<file path="config.mk">
export PLATFORM = sky130hd
export DESIGN_NAME = rtcbr_slave
export DESIGN_NICKNAME = d
export VERILOG_FILES = /design/src/rtl/rtcbr_pkg.sv /design/src/rtl/rtcbr_sync.sv /design/src/rtl/rtcbr_slave.sv
export SDC_FILE = /design/constraint.sdc
export NUM_CORES = 1
export LEC_CHECK = 0
export ABC_AREA = 0
export BUFFER_PORTS_ARGS = -buffer_cell sky130_fd_sc_hd__buf_2
export CORE_MARGIN = 1.5
export CORE_UTILIZATION = 35
export CTS_CLUSTER_SIZE = 14
export DETAILED_ROUTE_END_ITERATION = 12
export GPL_TIMING_DRIVEN = 0
export HOLD_SLACK_MARGIN = 0.12
export PLACE_DENSITY = 0.5
export SETUP_SLACK_MARGIN = 0.5
export SYNTH_ARGS = -nofsm -noshare
export SYNTH_HDL_FRONTEND = slang
export SYNTH_SLANG_ARGS = --single-unit
</file>
<file path="constraint.sdc">
create_clock -name clock -period 5.8 [get_ports clock]
set_input_delay 0 -clock clock [delete_from_list [all_inputs] [get_ports clock]]
set_output_delay 0 -clock clock [all_outputs]
set_load 0.01 [all_outputs]
</file>
<file path="src/rtl/rtcbr_pkg.sv">
// Package: constants for the two-wire slave recovery block
package rtcbr_pkg;
  localparam int          CLK_HZ           = 40_000_000;
  localparam int          HALF_HZ_NS       = 500_000_000;
  localparam int          CLK_PERIOD_NS    = 25;
  localparam int          HALF_PERIOD_CYC  = HALF_HZ_NS / CLK_PERIOD_NS;
  localparam logic [6:0]  DEV_ADDR_DEFAULT = 7'h30;
  localparam logic [3:0]  BIT_CNT_RESET    = 4'h0;
  // One below zero: the fall that closes a start is not a bit
  localparam logic [3:0]  BIT_CNT_START    = 4'hf;
  localparam logic [3:0]  BIT_ACK_SLOT     = 4'h8;
  localparam logic [7:0]  READ_DATA_RESET  = 8'h00;
  localparam logic [1:0]  SYNC_RESET       = 2'h3;
  typedef enum logic [2:0] {
    RTCBR_IDLE,
    RTCBR_ADDR,
    RTCBR_ADDR_ACK,
    RTCBR_WRITE,
    RTCBR_WRITE_ACK,
    RTCBR_READ,
    RTCBR_READ_ACK,
    RTCBR_IGNORE
  } rtcbr_state_t;
endpackage : rtcbr_pkg

</file>
<file path="src/rtl/rtcbr_sync.sv">
// Two-stage synchroniser with edge and level outputs
`timescale 1ns/10ps
module rtcbr_sync (
  input  wire logic clock,
  input  wire logic rst,
  input  wire logic async_in,
  output logic      level,
  output logic      rise,
  output logic      fall
);
  logic [1:0] sync_ff;
  logic       last_ff;

  always_ff @(posedge clock) begin
    if (rst) begin
      sync_ff <= rtcbr_pkg::SYNC_RESET;
      last_ff <= 1'b1;
    end else begin
      sync_ff <= {sync_ff[0], async_in};
      last_ff <= sync_ff[1];
    end
  end

  assign level = sync_ff[1];
  assign rise  = sync_ff[1] & ~last_ff;
  assign fall  = ~sync_ff[1] & last_ff;
endmodule : rtcbr_sync

</file>
<file path="src/rtl/rtcbr_slave.sv">
// Two-wire slave interface with stop-based reset and recovery behaviour
// Function
// - A broken-off transfer keeps interface state; nothing new happens until recovered.
// - No reset pin; a stop condition returns the interface to idle.
// - While the device pulls SDA low, a stop condition is ignored.
// - Recovery clocks finish the pending slot, release SDA; then stop resets.
// - A write acknowledged during recovery may still be committed.
// - At power-up the first interrupt pin outputs a 1 Hz square wave.
// - Device pulls SDA low as acknowledge on the ninth clock of each matching address byte and each write byte.
`timescale 1ns/10ps
module rtcbr_slave (
  input  wire logic       clock,
  input  wire logic       rst,
  input  wire logic       scl_in,
  input  wire logic       sda_in,
  output logic            sda_out,
  output logic            sda_oe,
  input  wire logic [6:0] dev_addr,
  input  wire logic [7:0] read_data,
  input  wire logic       init_done,
  output logic [7:0]      write_data,
  output logic            write_strobe,
  output logic            read_strobe,
  output logic            busy,
  output logic            interrupt_out_first_n
);
  // ====================================================================
  // Pin synchronisers
  logic scl_lvl, scl_rise, scl_fall;
  logic sda_lvl, sda_rise, sda_fall;

  rtcbr_sync u_scl_sync (
    .clock    (clock),
    .rst      (rst),
    .async_in (scl_in),
    .level    (scl_lvl),
    .rise     (scl_rise),
    .fall     (scl_fall)
  );

  rtcbr_sync u_sda_sync (
    .clock    (clock),
    .rst      (rst),
    .async_in (sda_in),
    .level    (sda_lvl),
    .rise     (sda_rise),
    .fall     (sda_fall)
  );

  // ====================================================================
  // Bus conditions
  logic start_seen;
  logic stop_seen;
  logic driving_low;
  logic sda_out_ff;
  logic sda_oe_ff;

  assign driving_low = sda_oe_ff & ~sda_out_ff;
  // Own low drive masks the line, so a start cannot be seen then either
  assign start_seen  = sda_fall & scl_lvl & ~driving_low;
  assign stop_seen   = sda_rise & scl_lvl & ~driving_low;

  // ====================================================================
  // Interface state machine
  rtcbr_pkg::rtcbr_state_t state_ff;
  rtcbr_pkg::rtcbr_state_t nxt_state;
  logic [3:0]              bit_cnt_ff;
  logic [7:0]              shift_ff;
  logic                    rd_mode_ff;
  logic                    master_nack_ff;

  function automatic logic is_byte_done(input logic [3:0] cnt);
    return cnt == 4'h7;
  endfunction : is_byte_done

  always_comb begin
    nxt_state = state_ff;
    if (stop_seen) begin
      nxt_state = rtcbr_pkg::RTCBR_IDLE;
    end else if (start_seen) begin
      nxt_state = rtcbr_pkg::RTCBR_ADDR;
    end else if (scl_fall) begin
      unique case (state_ff)
        rtcbr_pkg::RTCBR_IDLE:      nxt_state = rtcbr_pkg::RTCBR_IDLE;
        rtcbr_pkg::RTCBR_IGNORE:    nxt_state = rtcbr_pkg::RTCBR_IGNORE;
        rtcbr_pkg::RTCBR_ADDR: begin
          if (is_byte_done(bit_cnt_ff)) begin
            nxt_state = (shift_ff[7:1] == dev_addr) ? rtcbr_pkg::RTCBR_ADDR_ACK : rtcbr_pkg::RTCBR_IGNORE;
          end
        end
        rtcbr_pkg::RTCBR_ADDR_ACK:  nxt_state = rd_mode_ff ? rtcbr_pkg::RTCBR_READ : rtcbr_pkg::RTCBR_WRITE;
        rtcbr_pkg::RTCBR_WRITE: begin
          if (is_byte_done(bit_cnt_ff)) begin
            nxt_state = rtcbr_pkg::RTCBR_WRITE_ACK;
          end
        end
        rtcbr_pkg::RTCBR_WRITE_ACK: nxt_state = rtcbr_pkg::RTCBR_WRITE;
        rtcbr_pkg::RTCBR_READ: begin
          if (is_byte_done(bit_cnt_ff)) begin
            nxt_state = rtcbr_pkg::RTCBR_READ_ACK;
          end
        end
        rtcbr_pkg::RTCBR_READ_ACK:  nxt_state = master_nack_ff ? rtcbr_pkg::RTCBR_IGNORE : rtcbr_pkg::RTCBR_READ;
      endcase
    end
  end

  always_ff @(posedge clock) begin
    if (rst) begin
      state_ff <= rtcbr_pkg::RTCBR_IDLE;
    end else begin
      state_ff <= nxt_state;
    end
  end

  // Bit counter advances per SCL fall inside a byte
  always_ff @(posedge clock) begin
    if (rst || stop_seen) begin
      bit_cnt_ff <= rtcbr_pkg::BIT_CNT_RESET;
    end else if (start_seen) begin
      bit_cnt_ff <= rtcbr_pkg::BIT_CNT_START;
    end else if (scl_fall) begin
      if (state_ff inside {rtcbr_pkg::RTCBR_ADDR_ACK, rtcbr_pkg::RTCBR_WRITE_ACK, rtcbr_pkg::RTCBR_READ_ACK}
          || is_byte_done(bit_cnt_ff)) begin
        bit_cnt_ff <= rtcbr_pkg::BIT_CNT_RESET;
      end else begin
        bit_cnt_ff <= bit_cnt_ff + 4'h1;
      end
    end
  end

  // Receive shifter and master acknowledge capture on SCL rise
  always_ff @(posedge clock) begin
    if (rst) begin
      shift_ff       <= rtcbr_pkg::READ_DATA_RESET;
      rd_mode_ff     <= 1'b0;
      master_nack_ff <= 1'b0;
    end else if (scl_rise) begin
      if (state_ff inside {rtcbr_pkg::RTCBR_ADDR, rtcbr_pkg::RTCBR_WRITE}) begin
        shift_ff <= {shift_ff[6:0], sda_lvl};
      end
      if (state_ff == rtcbr_pkg::RTCBR_ADDR && is_byte_done(bit_cnt_ff)) begin
        rd_mode_ff <= sda_lvl;
      end
      if (state_ff == rtcbr_pkg::RTCBR_READ_ACK) begin
        master_nack_ff <= sda_lvl;
      end
    end
  end

  // ====================================================================
  // SDA drive: ack on ninth clock, read bits from MSB
  logic [7:0] tx_ff;

  always_ff @(posedge clock) begin
    if (rst) begin
      sda_out_ff <= 1'b1;
      sda_oe_ff  <= 1'b0;
      tx_ff      <= rtcbr_pkg::READ_DATA_RESET;
    end else if (stop_seen || start_seen) begin
      sda_out_ff <= 1'b1;
      sda_oe_ff  <= 1'b0;
    end else if (scl_fall) begin
      unique case (nxt_state)
        rtcbr_pkg::RTCBR_ADDR_ACK, rtcbr_pkg::RTCBR_WRITE_ACK: begin
          sda_out_ff <= 1'b0;
          sda_oe_ff  <= 1'b1;
        end
        rtcbr_pkg::RTCBR_READ: begin
          if (state_ff != rtcbr_pkg::RTCBR_READ) begin
            tx_ff      <= {read_data[6:0], 1'b0};
            sda_out_ff <= read_data[7];
          end else begin
            tx_ff      <= {tx_ff[6:0], 1'b0};
            sda_out_ff <= tx_ff[7];
          end
          sda_oe_ff <= 1'b1;
        end
        default: begin
          sda_out_ff <= 1'b1;
          sda_oe_ff  <= 1'b0;
        end
      endcase
    end
  end

  // ====================================================================
  // User-side strobes and status
  always_ff @(posedge clock) begin
    if (rst) begin
      write_data   <= rtcbr_pkg::READ_DATA_RESET;
      write_strobe <= 1'b0;
      read_strobe  <= 1'b0;
      busy         <= 1'b0;
    end else begin
      // Commit even when the acked byte was cut off by recovery
      write_strobe <= scl_fall && state_ff == rtcbr_pkg::RTCBR_WRITE
                      && nxt_state == rtcbr_pkg::RTCBR_WRITE_ACK;
      read_strobe  <= scl_fall && nxt_state == rtcbr_pkg::RTCBR_READ
                      && state_ff != rtcbr_pkg::RTCBR_READ;
      if (scl_fall && state_ff == rtcbr_pkg::RTCBR_WRITE && is_byte_done(bit_cnt_ff)) begin
        write_data <= shift_ff;
      end
      busy <= nxt_state != rtcbr_pkg::RTCBR_IDLE;
    end
  end

  assign sda_out = sda_out_ff;
  assign sda_oe  = sda_oe_ff;

  // ====================================================================
  // Power-on 1 Hz output, low-active pin
  logic [$clog2(rtcbr_pkg::HALF_PERIOD_CYC)-1:0] half_cnt_ff;
  logic                                           pon_active_ff;
  logic                                           sq_ff;

  always_ff @(posedge clock) begin
    if (rst) begin
      half_cnt_ff           <= '0;
      pon_active_ff         <= 1'b1;
      sq_ff                 <= 1'b0;
      interrupt_out_first_n <= 1'b1;
    end else begin
      if (init_done) begin
        pon_active_ff <= 1'b0;
      end
      if (half_cnt_ff == ($clog2(rtcbr_pkg::HALF_PERIOD_CYC))'(rtcbr_pkg::HALF_PERIOD_CYC - 1)) begin
        half_cnt_ff <= '0;
        sq_ff       <= ~sq_ff;
      end else begin
        half_cnt_ff <= half_cnt_ff + 1'b1;
      end
      interrupt_out_first_n <= pon_active_ff ? ~sq_ff : 1'b1;
    end
  end
endmodule : rtcbr_slave

</file>
# Yosys cells after proc, flatten, opt, wreduce, memory -nomap -nowiden
# Index checks and enable logic that the tools add are counted.
op_classes:
  add_sub_neg: 2
  n_eq_ne: 14
  n_mux: 17
  bitwise: 18
  n_reduce_logical: 23
ops:
  columns: ["cell", "n"]
  rows:
  - ["25-bit by 1-bit adder with 25-bit output (second input constant)", 1]
  - ["25-bit == test (second input constant)", 1]
  - ["3-bit 2-to-1 mux", 8]
  - ["3-bit case mux with 8 select lines", 1]
  - ["3-bit == test (second input constant)", 6]
  - ["4-bit 2-to-1 mux", 3]
  - ["1-bit bitwise AND", 9]
  - ["3-bit by 2-bit == test with 1-bit output (second input constant)", 3]
  - ["1-bit NOT", 9]
  - ["8-bit 2-to-1 mux", 1]
  - ["2-bit OR reduction", 4]
  - ["7-bit == test", 1]
  - ["1-bit logical AND", 6]
  - ["2-bit AND reduction", 3]
  - ["3-bit nonzero test", 2]
  - ["4-bit by 1-bit adder with 4-bit output (second input constant)", 1]
  - ["4-bit by 3-bit == test with 1-bit output (second input constant)", 1]
  - ["2-bit nonzero test", 2]
  - ["3-bit by 1-bit == test with 1-bit output (second input constant)", 1]
  - ["3-bit logical NOT", 1]
  - ["1-bit logical OR", 3]
  - ["3-bit != test (second input constant)", 1]
  - ["3-bit AND reduction", 1]
  - ["3-bit OR reduction", 1]
  - ["3 further kinds", 4]
totals:
  ff_bits: 72
  out_inout_bits: 14

# Depth between registers and ports, before layout
# Gate-level depths: netlist of run 1.
depth:
  word_depth: 10
  mapped_depth: 8
  depth_no_buf: 7

# Modules after synthesis
# Synthesis of run 1 repeated with hierarchy kept, for this count alone.
unflattened:
  hier_cells: 372
  hier_area_um2: 3311.9
modules_own_cells:
  columns: ["mod", "instances", "cells_per_inst", "area_each_um2"]
  rows:
  - ["rtcbr_slave", 1, 356, 3126.7]
  - ["rtcbr_sync", 2, 8, 92.6]

# Worst setup path after synthesis of run 1
# Ideal clock, no wire load.
synth_timing:
  kind: "register to register"
  from: "register bit_cnt_ff[0]"
  to: "register tx_ff[4]"
  setup_time_ns: 0.091
  t_arrival_ns: 1.775
  required_time_ns: 5.709
  path_slack_ns: 3.934
  stages_incl_launch_ff: 9
  cell_sequence: "dfxtp_1 ha_1 and3b_1 a311o_1 a21oi_2 a22o_4 buf_6 a21oi_2 a311oi_1"
synth_via:
  elab_chain_len: 8
synth_lines:
  columns: ["item", "line_no", "rtl"]
  rows:
  - ["from (decl)", "rtcbr_slave.sv:67", "logic [3:0] bit_cnt_ff;"]
  - ["from (signal assigned)", "rtcbr_slave.sv:119", "bit_cnt_ff <= rtcbr_pkg::BIT_CNT_RESET;"]
  - ["from (signal assigned)", "rtcbr_slave.sv:121", "bit_cnt_ff <= rtcbr_pkg::BIT_CNT_START;"]
  - ["from (signal assigned)", "rtcbr_slave.sv:125", "bit_cnt_ff <= rtcbr_pkg::BIT_CNT_RESET;"]
  - ["4-bit by 3-bit == test with 1-bit output (*)", "rtcbr_slave.sv:73", "return cnt == 4'h7;"]
  - ["3-bit 2-to-1 mux, on equally long branches", "rtcbr_slave.sv:99, rtcbr_slave.sv:87, rtcbr_slave.sv:93", null]
  - ["3-bit case mux with 8 select lines (*)", "rtcbr_slave.sv:83", "unique case (state_ff)"]
  - ["3-bit 2-to-1 mux (*)", "rtcbr_slave.sv:82", "end else if (scl_fall) begin"]
  - ["3-bit 2-to-1 mux (*)", "rtcbr_slave.sv:80", "end else if (start_seen) begin"]
  - ["3-bit 2-to-1 mux (*)", "rtcbr_slave.sv:78", "if (stop_seen) begin"]
  - ["3-bit == test (*)", "rtcbr_slave.sv:164", "unique case (nxt_state)"]
  - ["3-bit AND reduction (no source line) (*)", null, null]
  - ["to (signal assigned)", "rtcbr_slave.sv:159", "tx_ff <= rtcbr_pkg::READ_DATA_RESET;"]
  - ["to (signal assigned)", "rtcbr_slave.sv:171", "tx_ff <= {read_data[6:0], 1'b0};"]
  - ["to (signal assigned)", "rtcbr_slave.sv:174", "tx_ff <= {tx_ff[6:0], 1'b0};"]
  - ["to (decl)", "rtcbr_slave.sv:153", "logic [7:0] tx_ff;"]
# Mark *: on every way between the ends. The rest lies on a longest branch, timed or not.
# A chain may end at the register's enable or synchronous reset.

# Final worst setup path of run 1
layout_timing:
  from: "register bit_cnt_ff[0]"
  to: "register tx_ff[5]"
# The elaborated chain is that of the path after synthesis.

==> results of run 1 <==
[state kept, by name, summed over array words and instances, names as in the netlist, 2 cells and up]
signal              flops
u_scl_sync.sync_ff      2
tx_ff                   7
bit_cnt_ff              4
write_data              8
u_sda_sync.sync_ff      2
state_ff                3
half_cnt_ff            25
shift_ff                8
[repair_timing]
action,4_1_cts,5_1_grt
hold buffers,12,0
hold endpoints to repair,16,0
gates resized for setup,0,0
[power breakdown]
part	internal (mW)	leakage [nW]	switching, mW
Clock	0.180	0.0829	0.183
Sequential	0.495	0.575	0.00569
Combinational	0.0270	0.826	0.0312
[metrics by stage]
step	power (mW)	hold WS [ns]	instance area, µm²
6_report	0.921	0.396	3810
5_1_grt	0.966	0.388	3810
4_1_cts	0.935	0.372	3810
3_5_place_dp	0.564	0.203	3520
3_3_place_gp	0.564	0.199	3520
2_1_floorplan	0.545	0.104	3220
[worst reg2reg max path, cell delays in order, from the launching register on]
cell and delay, ns:
dfxtp_1 0.38, ha_1 0.22, and3b_1 0.25, mux2i_1 0.28, nor2_1 0.13, nor2_2 0.26, clkbuf_4 0.29, a21oi_2 0.08
a311oi_1 0.26
[final timing paths]
kind                                                  startpoint                                to  cells after the start
worst max-delay path                  bit_cnt_ff[0]$_SDFFE_PP0P_             tx_ff[5]$_SDFFE_PP0P_                      8
worst min-delay path                                      scl_in  u_scl_sync.sync_ff[0]$_SDFF_PP1_                      3
worst max register to register        bit_cnt_ff[0]$_SDFFE_PP0P_             tx_ff[5]$_SDFFE_PP0P_                      8
worst min register to register  u_sda_sync.sync_ff[0]$_SDFF_PP1_  u_sda_sync.sync_ff[1]$_SDFF_PP1_                      1
[layer usage]
metal / GRT usage / vias to the layer above / wire [µm]
li1: - / 1369 / -
met1: 0.185 / 1252 / 3350
met2: 0.258 / 33 / 3550
met3: 0.0454 / 7 / 237
met4: 0.0681 / 0 / 87
met5: 0 / - / 0
[cells by family (layout without fill, tap and decap cells)]
logic type / count (synthesis) / after routing / share of synthesized area
and+or+nand+nor: 163 / 163 / 0.260
muxes: 17 / 17 / 0.0529
AOI/OAI and AO/OA: 54 / 54 / 0.114
xor gates and xnor gates: 32 / 32 / 0.0872
buffers and inverters: 22 / 83 / 0.0362
adders and majority gates: 2 / 2 / 0.00778
DFF: 71 / 71 / 0.442
[layout make-up]
cell class                      count  area (µm²)  share of cell area
Sequential cell                    71        1420               0.373
Timing Repair Buffer               45         285              0.0748
Multi-Input combinational cell    268        1680               0.440
Clock buffer                       14         163              0.0427
Inverter                            4        15.0             0.00394
Clock inverter                      2        15.0             0.00394
Buffer                             18         101              0.0266
Tap cell                          108         135              0.0354
[layout by cell type, fill, tap and decap left out, drive strengths merged, types with 3 or more instances in the layout]
master / synthesis / layout
nor2: 52 / 52
clkbuf: 10 / 24
a31oi: 4 / 4
a311oi: 6 / 6
and2: 3 / 3
nand4: 9 / 9
o21ai: 6 / 6
nand2: 30 / 30
nor3: 6 / 6
dfxtp: 71 / 71
mux2i: 17 / 17
xor2: 25 / 25
inv: 4 / 4
a21oi: 23 / 23
and3: 6 / 6
buf: 8 / 41
and4: 4 / 4
xnor2: 7 / 7
or2: 11 / 11
nand3b: 3 / 3
nor2b: 6 / 6
nand3: 15 / 15
dlygate4sd3: 0 / 12
nand2b: 6 / 6
==> summary.md, run 1 <==
| Metric | Value |
|---|---|
| Run status | complete, but fails checks |
| Failing checks | DRC |
| Largest net degree at the start of global routing | 12 |
| Synth warn | 0 |
| RSZ-0062 raised after global routing | false |
| HP Class | in2reg |
| I/O Pins | 34 |
| TNS Setup | 0 ns |
| Ys async rst share | 0 |
| Drt drc | 3 |
| Crit end category | flip-flop |
| Die Wd | 98.9 µm |
| Area contributors post-synth | dfxtp_1 44%, xor2_1 6.8%, nor2_1 5.8% |
| R2R setup slack | 3.54 ns |
| Hold Fails Final Rpt | 0 |
| Slew margin rel. | 0.612 |
| Worst path buffer plus inverter count | 1 |
| Cells after DPL | 502 |
| Post-synthesis sequential area ratio | 0.442 |
| CTS tree | done |
| Pre-CTS setup slack | 3.62 ns |
| Top_reg_cell synth | dfxtp_1 |
| Final slew viol count | 0 |
| Synth Instances | 361 |
| CP delay by family, top | simple AND/OR/NAND/NOR gates |
| Starting Density | 0.365 |
| Post CTS Setup Buffer Count | 0 |
| Startpoint Class | flip-flop |
| Final Util | 0.433 |
| Cell with the most instances after synthesis | dfxtp_1 |
| WL per Instance | 13.6 µm |
| Synthesis-to-finish area growth | 18.6% |
| Cell Count, Final, Fillers Out | 530 |
| First-pass GRT wire length | 12.0 mm |
| Number of synthesized flops with an enable pin | 0 |
| Site row count | 34 |
| TritonRoute pass-1 iters | 8 |
| Final worst setup slack | 3.54 ns |
| Antenna diodes | 0 |
| Routed via count | 2,661 |
| Post-layout nets | 439 |
| Skew-Pair Late Insertion Delay | 0.34 ns |
| Syn Area/Cell | 8.91 µm² |
| Fmax | 443 MHz |
| Tmin final | 2.26 ns |
| Starting DRT DRC Count | 55 |
| Antenna violations before repair | 0 |
| Buffers added on ports | 33 |
| Master cell of the clock root buffer | clkbuf_8 |
| Yosys top cell area share | 0.442 |
| CP Max Fanout | 10 |
| Post-DP HPWL | 4.97 mm |
| FILL cells | 926 |
| Peak VDD IR | 0.132 mV |
| Final Skew | 0.00992 ns |
| DRT antenna net count | 0 |
| Delay of the slowest critical-path stage | 0.38 ns |
| H-tree Lvls | 3 |
| Share of cells above drive strength 1 | 0.175 |
| Cell Pwr Density | 242 nW/µm² |
| Reg clk slew, reported paths | 0.08 ns |
| Worst-case clock buffer depth | 2 |
| Core area | 8810 µm² |
| Total wire length | 7.23 mm |
| Worst slew pin tran | 0.582 ns |
| CP required | 6.04 ns |
| GRT Residual Overflow | 0 |
| Leakage | 1.48 nW |
| Register bit total from synthesis | 71 |
| Crit path cell chain | ha_1, and3b_1, mux2i_1, nor2_1, nor2_2, clkbuf_4, a21oi_2, a311oi_1 |
| Post-Syn Nets | 383 |
| Overall routing resource usage | 0.155 |
| Distinct cells, synth | 53 |
| Synth area leader | dfxtp_1 |
| Post-Synthesis Cell Area | 3220 µm² |
| GP Congestion | 0.792 |
| # clock sinks | 71 |
| Crit Path Category | reg2reg |
| Number of global-route vias before repair | 2,525 |
| Final setup viols | 0 |
| Mean number of vias per cell | 5.02 |
| Die height | 98.9 µm |
| Top cells by count, synth | 71 x dfxtp_1, 50 x nor2_1, 29 x nand2_1 |
| MaxCap Viol Count | 0 |
| CTS buffer count | 9 |
| Die footprint | 9770 µm² |
| CP arrival | 2.50 ns |
| Fin crit share | 0.389 |
| CP max-delay cell | dfxtp_1 |
Power figures use the tool's default switching activity.
==> run 2, diff against run 1 <==
==> constraint.sdc (replaced) <==
create_clock -name clock -period 2.2 [get_ports clock]
set_input_delay 0 -clock clock [delete_from_list [all_inputs] [get_ports clock]]
set_output_delay 0 -clock clock [all_outputs]
set_load 0.01 [all_outputs]
==> run 2 against run 1 <==
Compared with the run above:
- the flow still finishes with violations (DRC)
- via count increased by 2.8%
- sequential power increased to 2.6 times the previous value
- first-iteration DRC count up 42%
- largest power group unchanged
==> summary.md, run 2 (synthesis results as in run 1) <==
| Metric | Value |
|---|---|
| Run status | complete, but fails checks |
| Failing checks | DRC |
| Reg clk slew, reported paths | 0.07 ns (about the same) |
| H-tree Lvls | 3 (unchanged) |
| CP required | 2.43 ns (-3.61 ns) |
| Overall routing resource usage | 0.156 (+0.00102) |
| Area of the multi-input gates | 1840 µm² (+9.4%) |
| Drt drc | 2 (-1) |
| Most common cell after layout, fill and taps aside | dfxtp_1 |
| Die Wd | 98.9 µm (unchanged) |
| Routed via count | 2,735 (+2.8%) |
| CTS tree | done |
| I/O Pins | 34 (unchanged) |
| CP arrival | 2.14 ns (-0.36 ns) |
| Post-route design area | 4190 µm² (+9.8%) |
| Register area | 1440 µm² (+1.2%) |
| # clock sinks | 71 (unchanged) |
| Mean number of vias per cell | 5.05 (+0.51%) |
| Cell Area, Placed | 3540 µm² (+0.57%) |
| Delay of the slowest critical-path stage | 0.34 ns (-0.04 ns) |
| Fin crit share | 0.866 (+0.478) |
| Commonest non-fill, non-tap cells in the layout | 59 x dfxtp_1, 47 x nor2_1, 33 x buf_2 |
| Crit path cell chain | ha_4, and3b_2, a311o_1, a21oi_2, a22o_4, buf_4, a21boi_2, o21ba_2 |
| GRT Residual Overflow | 0 (unchanged) |
| Skew-Pair Late Insertion Delay | 0.34 ns (about the same) |
| HP Class | in2reg |
| FILL cells | 847 (-8.5%) |
| CTS buffer count | 9 (unchanged) |
| RSZ-0062 raised after global routing | true |
| Post-layout nets | 451 (+2.7%) |
| Antenna diodes | 0 (unchanged) |
| Number of flip-flops in the largest register | 25 (unchanged) |
| Largest registers | half_cnt_ff (25), shift_ff (8), write_data (8) |
| Worst slew pin tran | 0.537 ns (-0.0450 ns) |
| Slew margin rel. | 0.640 (+0.0287) |
| Master cell of the clock root buffer | clkbuf_8 |
| GP Congestion | 0.761 (-3.9%) |
| Die footprint | 9770 µm² (unchanged) |
| Buffers added on ports | 33 (unchanged) |
| CP max-delay cell | dfxtp_2 |
| Hold Fails Final Rpt | 0 (unchanged) |
| Biggest register | half_cnt_ff |
| Peak VDD IR | 0.286 mV (+120%) |
| Leakage | 1.65 nW (+11%) |
| CP Max Fanout | 7 (-3) |
| TNS Setup | 0 ns (unchanged) |
| MaxCap Viol Count | 0 (unchanged) |
| Fmax | 525 MHz (+18%) |
| Worst-case clock buffer depth | 2 (unchanged) |
| Hold slack final | 0.131 ns (-0.265 ns) |
| WL per Instance | 13.7 µm (+0.14%) |
| Total wire length | 7.40 mm (+2.4%) |
| Crit end category | flip-flop |
| Startpoint Class | flip-flop |
| Final setup viols | 0 (unchanged) |
| Final slew viol count | 0 (unchanged) |
| Share of cells above drive strength 1 | 0.302 (+0.126) |
| Antenna violations before repair | 0 (unchanged) |
| Tmin final | 1.91 ns (-0.349 ns) |
| First-pass GRT wire length | 12.2 mm (+1.5%) |
| Crit Path Category | reg2reg |
| Starting Density | 0.365 (unchanged) |
| Die height | 98.9 µm (unchanged) |
| Synthesis-to-finish area growth | 30.3% |
| Cell Pwr Density | 619 nW/µm² (+160%) |
| TritonRoute pass-1 iters | 8 (unchanged) |
| Site row count | 34 (unchanged) |
| Core area | 8810 µm² (unchanged) |
| DRT antenna net count | 0 (unchanged) |
| Post-DP HPWL | 4.91 mm (-1.1%) |
| Largest net degree at the start of global routing | 12 (unchanged) |
| Starting DRT DRC Count | 78 (+42%) |
| Final Skew | 0.00989 ns (-0.0000295 ns) |
| Number of global-route vias before repair | 2,564 (+1.5%) |
==> run 2: changes by cell type in the layout (fill, tap and decap cells not counted), sizes merged <==
cell | before | now
buf | 41 | 55
clkinvlp | 2 | 0
clkbuf | 24 | 22
clkinv | 0 | 2
dlygate4sd3 | 12 | 11
bufinv | 0 | 1
==> run 2: what timing repair did <==
action | 4_1_cts | 5_1_grt
setup endpoints to repair | 44 | 45
setup buffers | 9 | 3
cloned | 1 | 0
hold buffers | 11 | 0
gates resized for setup | 23 | 40
pin swaps | 11 | 11
endpoints found under the hold margin | 19 | 0
==> run 2: path summary, 6_finish.rpt <==
check,from,end,slack (ns),cells after the start
max reg2reg,bit_cnt_ff[1]$_SDFFE_PP0P_,tx_ff[1]$_SDFFE_PP0P_,0.29,8
min,read_data[7],sda_out$_SDFFE_PP1P_,0.13,5
max,bit_cnt_ff[1]$_SDFFE_PP0P_,tx_ff[1]$_SDFFE_PP0P_,0.29,8
min reg2reg,u_scl_sync.sync_ff[0]$_SDFF_PP1_,u_scl_sync.sync_ff[1]$_SDFF_PP1_,0.42,1
==> run 2: worst max-delay path: cells and delay by family (launching register included) <==
family | cells | cell delay, ns
buffers and inverters | 1 | 0.13
DFF | 1 | 0.34
AOI/OAI and AO/OA | 5 | 0.95
and+or+nand+nor | 1 | 0.23
adders and majority gates | 1 | 0.16
==> run 2: area by class of cell <==
| class | count | area share |
|---|---|---|
| buffer | 18 | 0.0329 |
| tap | 108 | 0.0323 |
| sequential | 71 | 0.343 |
| timing repair buffer | 57 | 0.0998 |
| inverter | 4 | 0.00358 |
| clock inverter | 3 | 0.00956 |
| multi-input combinational | 268 | 0.438 |
| clock buffer | 13 | 0.0403 |
==> run 2: where the power goes <==
part,internal (mW),switching [mW]
clock network,0.614,0.472
logic,0.0919,0.0932
registers,1.30,0.0179
==> run 2: metrics by stage <==
| step | cells | total power, mW | setup WS (ns) | util |
|---|---|---|---|---|
| 2_1_floorplan | 361 | 1.44 | 0.423 | - |
| 3_3_place_gp | 502 | 1.49 | 0.194 | 0.402 |
| 3_5_place_dp | 502 | 1.49 | 0.203 | 0.402 |
| 4_1_cts | 539 | 2.62 | 0.299 | 0.460 |
| 5_1_grt | 542 | 2.71 | 0.205 | 0.476 |
| 6_report | 542 | 2.59 | 0.294 | 0.476 |
==> run 2: metal layers <==
layer	track usage	vias to the layer above	part of all wire
li1	-	1391	-
met1	0.189	1298	0.47
met2	0.265	37	0.48
met3	0.0482	9	0.030
met4	0.0484	0	0.014
met5	0	-	0
==> run 3, diff against run 2 <==
--- a/config.mk
+++ b/config.mk
@@ -7,7 +7,7 @@
 export LEC_CHECK = 0
 export ABC_AREA = 0
 export BUFFER_PORTS_ARGS = -buffer_cell sky130_fd_sc_hd__buf_2
-export CORE_MARGIN = 1.5
+export CORE_MARGIN = 10
 export CORE_UTILIZATION = 35
 export CTS_CLUSTER_SIZE = 14
 export DETAILED_ROUTE_END_ITERATION = 12
==> run 3 against run 2 <==
Compared with the run above:
- the run now ends clean
- cell area rose by 1.0%
- non-clock buffer count rose by 1
- hold slack improved by 0.27 ns
- highest routed layer unchanged
- critical path depth did not move
- fmax fell by 0.74%
- sequential share of layout area fell by 0.26 points
- first-iteration DRC count rose by 36%
- setup slack got worse by 0.014 ns
- clock-buffer cell count fell by 1
- critical endpoint is now tx_ff[6]$_SDFFE_PP0P_
- global-route usage fell by 3.5 points
==> summary.md, run 3 (synthesis results as in run 1) <==
| Metric | Value |
|---|---|
| Run status | finished, final reports clean |
| Worst Hold Depth | 3 (-2) |
| Sw power | 0.578 mW (-0.88%) |
| Met1 Use GR | 0.139 (-0.0495) |
| Internal power | 1.87 mW (-6.9%) |
| GP Congestion | 0.803 (+5.6%) |
| Antenna violations before repair | 0 (unchanged) |
| # clock sinks | 71 (unchanged) |
| Master cell of the clock root buffer | clkbuf_8 |
| Pre-CTS setup slack | 0.208 ns (+0.00526 ns) |
| Commonest non-fill, non-tap cells in the layout | 58 x dfxtp_1, 46 x nor2_1, 34 x buf_2 |
| FF-to-FF path depth | 8 (unchanged) |
| Largest registers | half_cnt_ff (25), shift_ff (8), write_data (8) |
| Number of flip-flops in the largest register | 25 (unchanged) |
| Post-layout nets | 452 (+0.22%) |
| Post-route design area | 4230 µm² (+1.0%) |
| Cell Pwr Density | 579 nW/µm² (-6.5%) |
| Crit Path Category | reg2reg |
| TritonRoute pass-1 iters | 4 (-4) |
| Net Sw Frac | 0.236 (+0.0111) |
| Largest net degree at the start of global routing | 12 (unchanged) |
| Worst slew pin tran | 0.534 ns (-0.00307 ns) |
| RSZ-0062 raised after global routing | true |
| Comb pwr share | 0.082 (+0.011) |
| Worst-case clock buffer depth | 2 (unchanged) |
| Crit end category | flip-flop |
| Post-DP HPWL | 5.25 mm (+6.9%) |
| Final Util | 0.478 (+0.00252) |
| Die footprint | 13,400 µm² (+37%) |
| Hold Fails Final Rpt | 0 (unchanged) |
| Peak VDD IR | 0.309 mV (+8.1%) |
| HP Class | in2reg |
| Buffers added on ports | 33 (unchanged) |
| Die height | 116 µm (+17%) |
| Slew margin rel. | 0.644 (+0.00337) |
| Die Wd | 116 µm (+17%) |
| Number of global-route vias before repair | 2,669 (+4.1%) |
| Core area | 8850 µm² (+0.48%) |
| Cell Area, Placed | 3540 µm² (unchanged) |
| TNS Setup | 0 ns (unchanged) |
| Startpoint Class | flip-flop |
| Clock network power share | 0.378 (-0.041) |
| Overall routing resource usage | 0.121 (-0.0346) |
| GR peak layer | met2 |
| FILL cells | 880 (+3.9%) |
| Leakage | 1.65 nW (+0.51%) |
| H-tree Lvls | 3 (unchanged) |
| Most common cell after layout, fill and taps aside | dfxtp_1 |
| CTS buffer count | 9 (unchanged) |
| Skew-Pair Late Insertion Delay | 0.34 ns (about the same) |
| Tmin final | 1.92 ns (+0.0141 ns) |
| Final Skew | 0.00786 ns (-0.00203 ns) |
| Final setup viols | 0 (unchanged) |
| Biggest register | half_cnt_ff |
| Global routing usage on met2 | 0.204 (-0.0603) |
| Starting DRT DRC Count | 106 (+36%) |
| Starting Density | 0.363 (-0.00176) |
| Final worst setup slack | 0.280 ns (-0.0141 ns) |
| Total wire length | 7.91 mm (+6.9%) |
| GRT Residual Overflow | 0 (unchanged) |
| Fmax | 521 MHz (-0.74%) |
| CTS tree | done |
| Met3 Use GR | 0.0388 (-0.00947) |
| Site row count | 34 (unchanged) |
| CP required | 2.45 ns (+0.02 ns) |
| Sequential power share | 0.540 (+0.030) |
| Drt drc | 0 (-2) |
| First-pass GRT wire length | 13.0 mm (+6.3%) |
| Reg clk slew, reported paths | 0.07 ns (about the same) |
| I/O Pins | 34 (unchanged) |
| Final slew viol count | 0 (unchanged) |
| Share of cells above drive strength 1 | 0.306 (+0.00390) |
| CP arrival | 2.17 ns (+0.03 ns) |
| WL per Instance | 14.6 µm (+6.7%) |
| CP Max Fanout | 7 (unchanged) |
| MaxCap Viol Count | 0 (unchanged) |
| Routed via count | 2,744 (+0.33%) |
| Antenna diodes | 0 (unchanged) |
| Mean number of vias per cell | 5.05 (+0.14%) |
| Synthesis-to-finish area growth | 31.6% |
| DRT antenna net count | 0 (unchanged) |
| Fin crit share | 0.873 (+0.00642) |
run 3: cell types whose count changed in the layout (fill, tap and decap cells not counted), moves of 2 or more:
cell | before | now
clkbuf_16 | 0 | 2
nor2_2 | 1 | 3
buf_4 | 15 | 12
clkbuf_4 | 2 | 0
buf_6 | 1 | 3
clkinv_2 | 2 | 4
run 3: routing by layer:
metal	vias up	wire, µm	part of all wire
li1	1394	-	-
met1	1298	3410	0.43
met2	35	4030	0.51
met3	17	284	0.036
met4	0	191	0.024
met5	-	0	0
run 3: worst paths after layout:
path,startpoint,endpoint,slack (ns)
setup / recovery,bit_cnt_ff[0]$_SDFFE_PP0P_,tx_ff[6]$_SDFFE_PP0P_,0.28
hold / removal,sda_in,u_sda_sync.sync_ff[0]$_SDFF_PP1_,0.41
setup reg to reg,bit_cnt_ff[0]$_SDFFE_PP0P_,tx_ff[6]$_SDFFE_PP0P_,0.28
hold reg to reg,u_scl_sync.sync_ff[0]$_SDFF_PP1_,u_scl_sync.sync_ff[1]$_SDFF_PP1_,0.41
run 3: layout make-up:
| cell class | instances | area [µm²] | share of cell area |
|---|---|---|---|
| plain buffers | 18 | 149 | 0.0352 |
| repair buffers | 58 | 467 | 0.110 |
| inverters | 4 | 15.0 | 0.00355 |
| well taps | 108 | 135 | 0.0319 |
| clock buffers | 12 | 155 | 0.0367 |
| clock inverters | 4 | 20.0 | 0.00473 |
| multi-input cells | 268 | 1850 | 0.437 |
| flip-flops and latches | 71 | 1440 | 0.341 |
run 3: critical path, stage by stage (launching register included):
cell,delay (ns)
dfxtp_4,0.35
ha_4,0.16
and3b_2,0.23
a311o_1,0.33
a21oi_2,0.17
a22o_4,0.22
buf_8,0.13
a21oi_2,0.05
a311oi_2,0.18
run 3: per-stage QoR:
step / hold slack, ns / total power, mW / std cells
2_1_floorplan: 0.104 / 1.44 / 361
3_3_place_gp: 0.208 / 1.49 / 502
3_5_place_dp: 0.207 / 1.49 / 502
4_1_cts: 0.387 / 2.46 / 539
5_1_grt: 0.402 / 2.58 / 543
6_report: 0.405 / 2.45 / 543
run 3: timing repair:
action                                 CTS  global route
endpoints found under the hold margin   20             0
hold buffers                            12             0
setup endpoints to repair               43            46
gates cloned                             1             2
gates resized for setup                 34            37
pin swaps                               12            13
setup buffers                            8             2
run 3: power by group through the flow:
stage,clock network [mW],logic [mW],registers [mW]
2_1_floorplan,0,0.0904,1.35
3_3_place_gp,0,0.138,1.35
3_5_place_dp,0,0.140,1.35
6_report,0.927,0.201,1.32
4_1_cts,0.962,0.176,1.32
5_1_grt,1.03,0.221,1.32
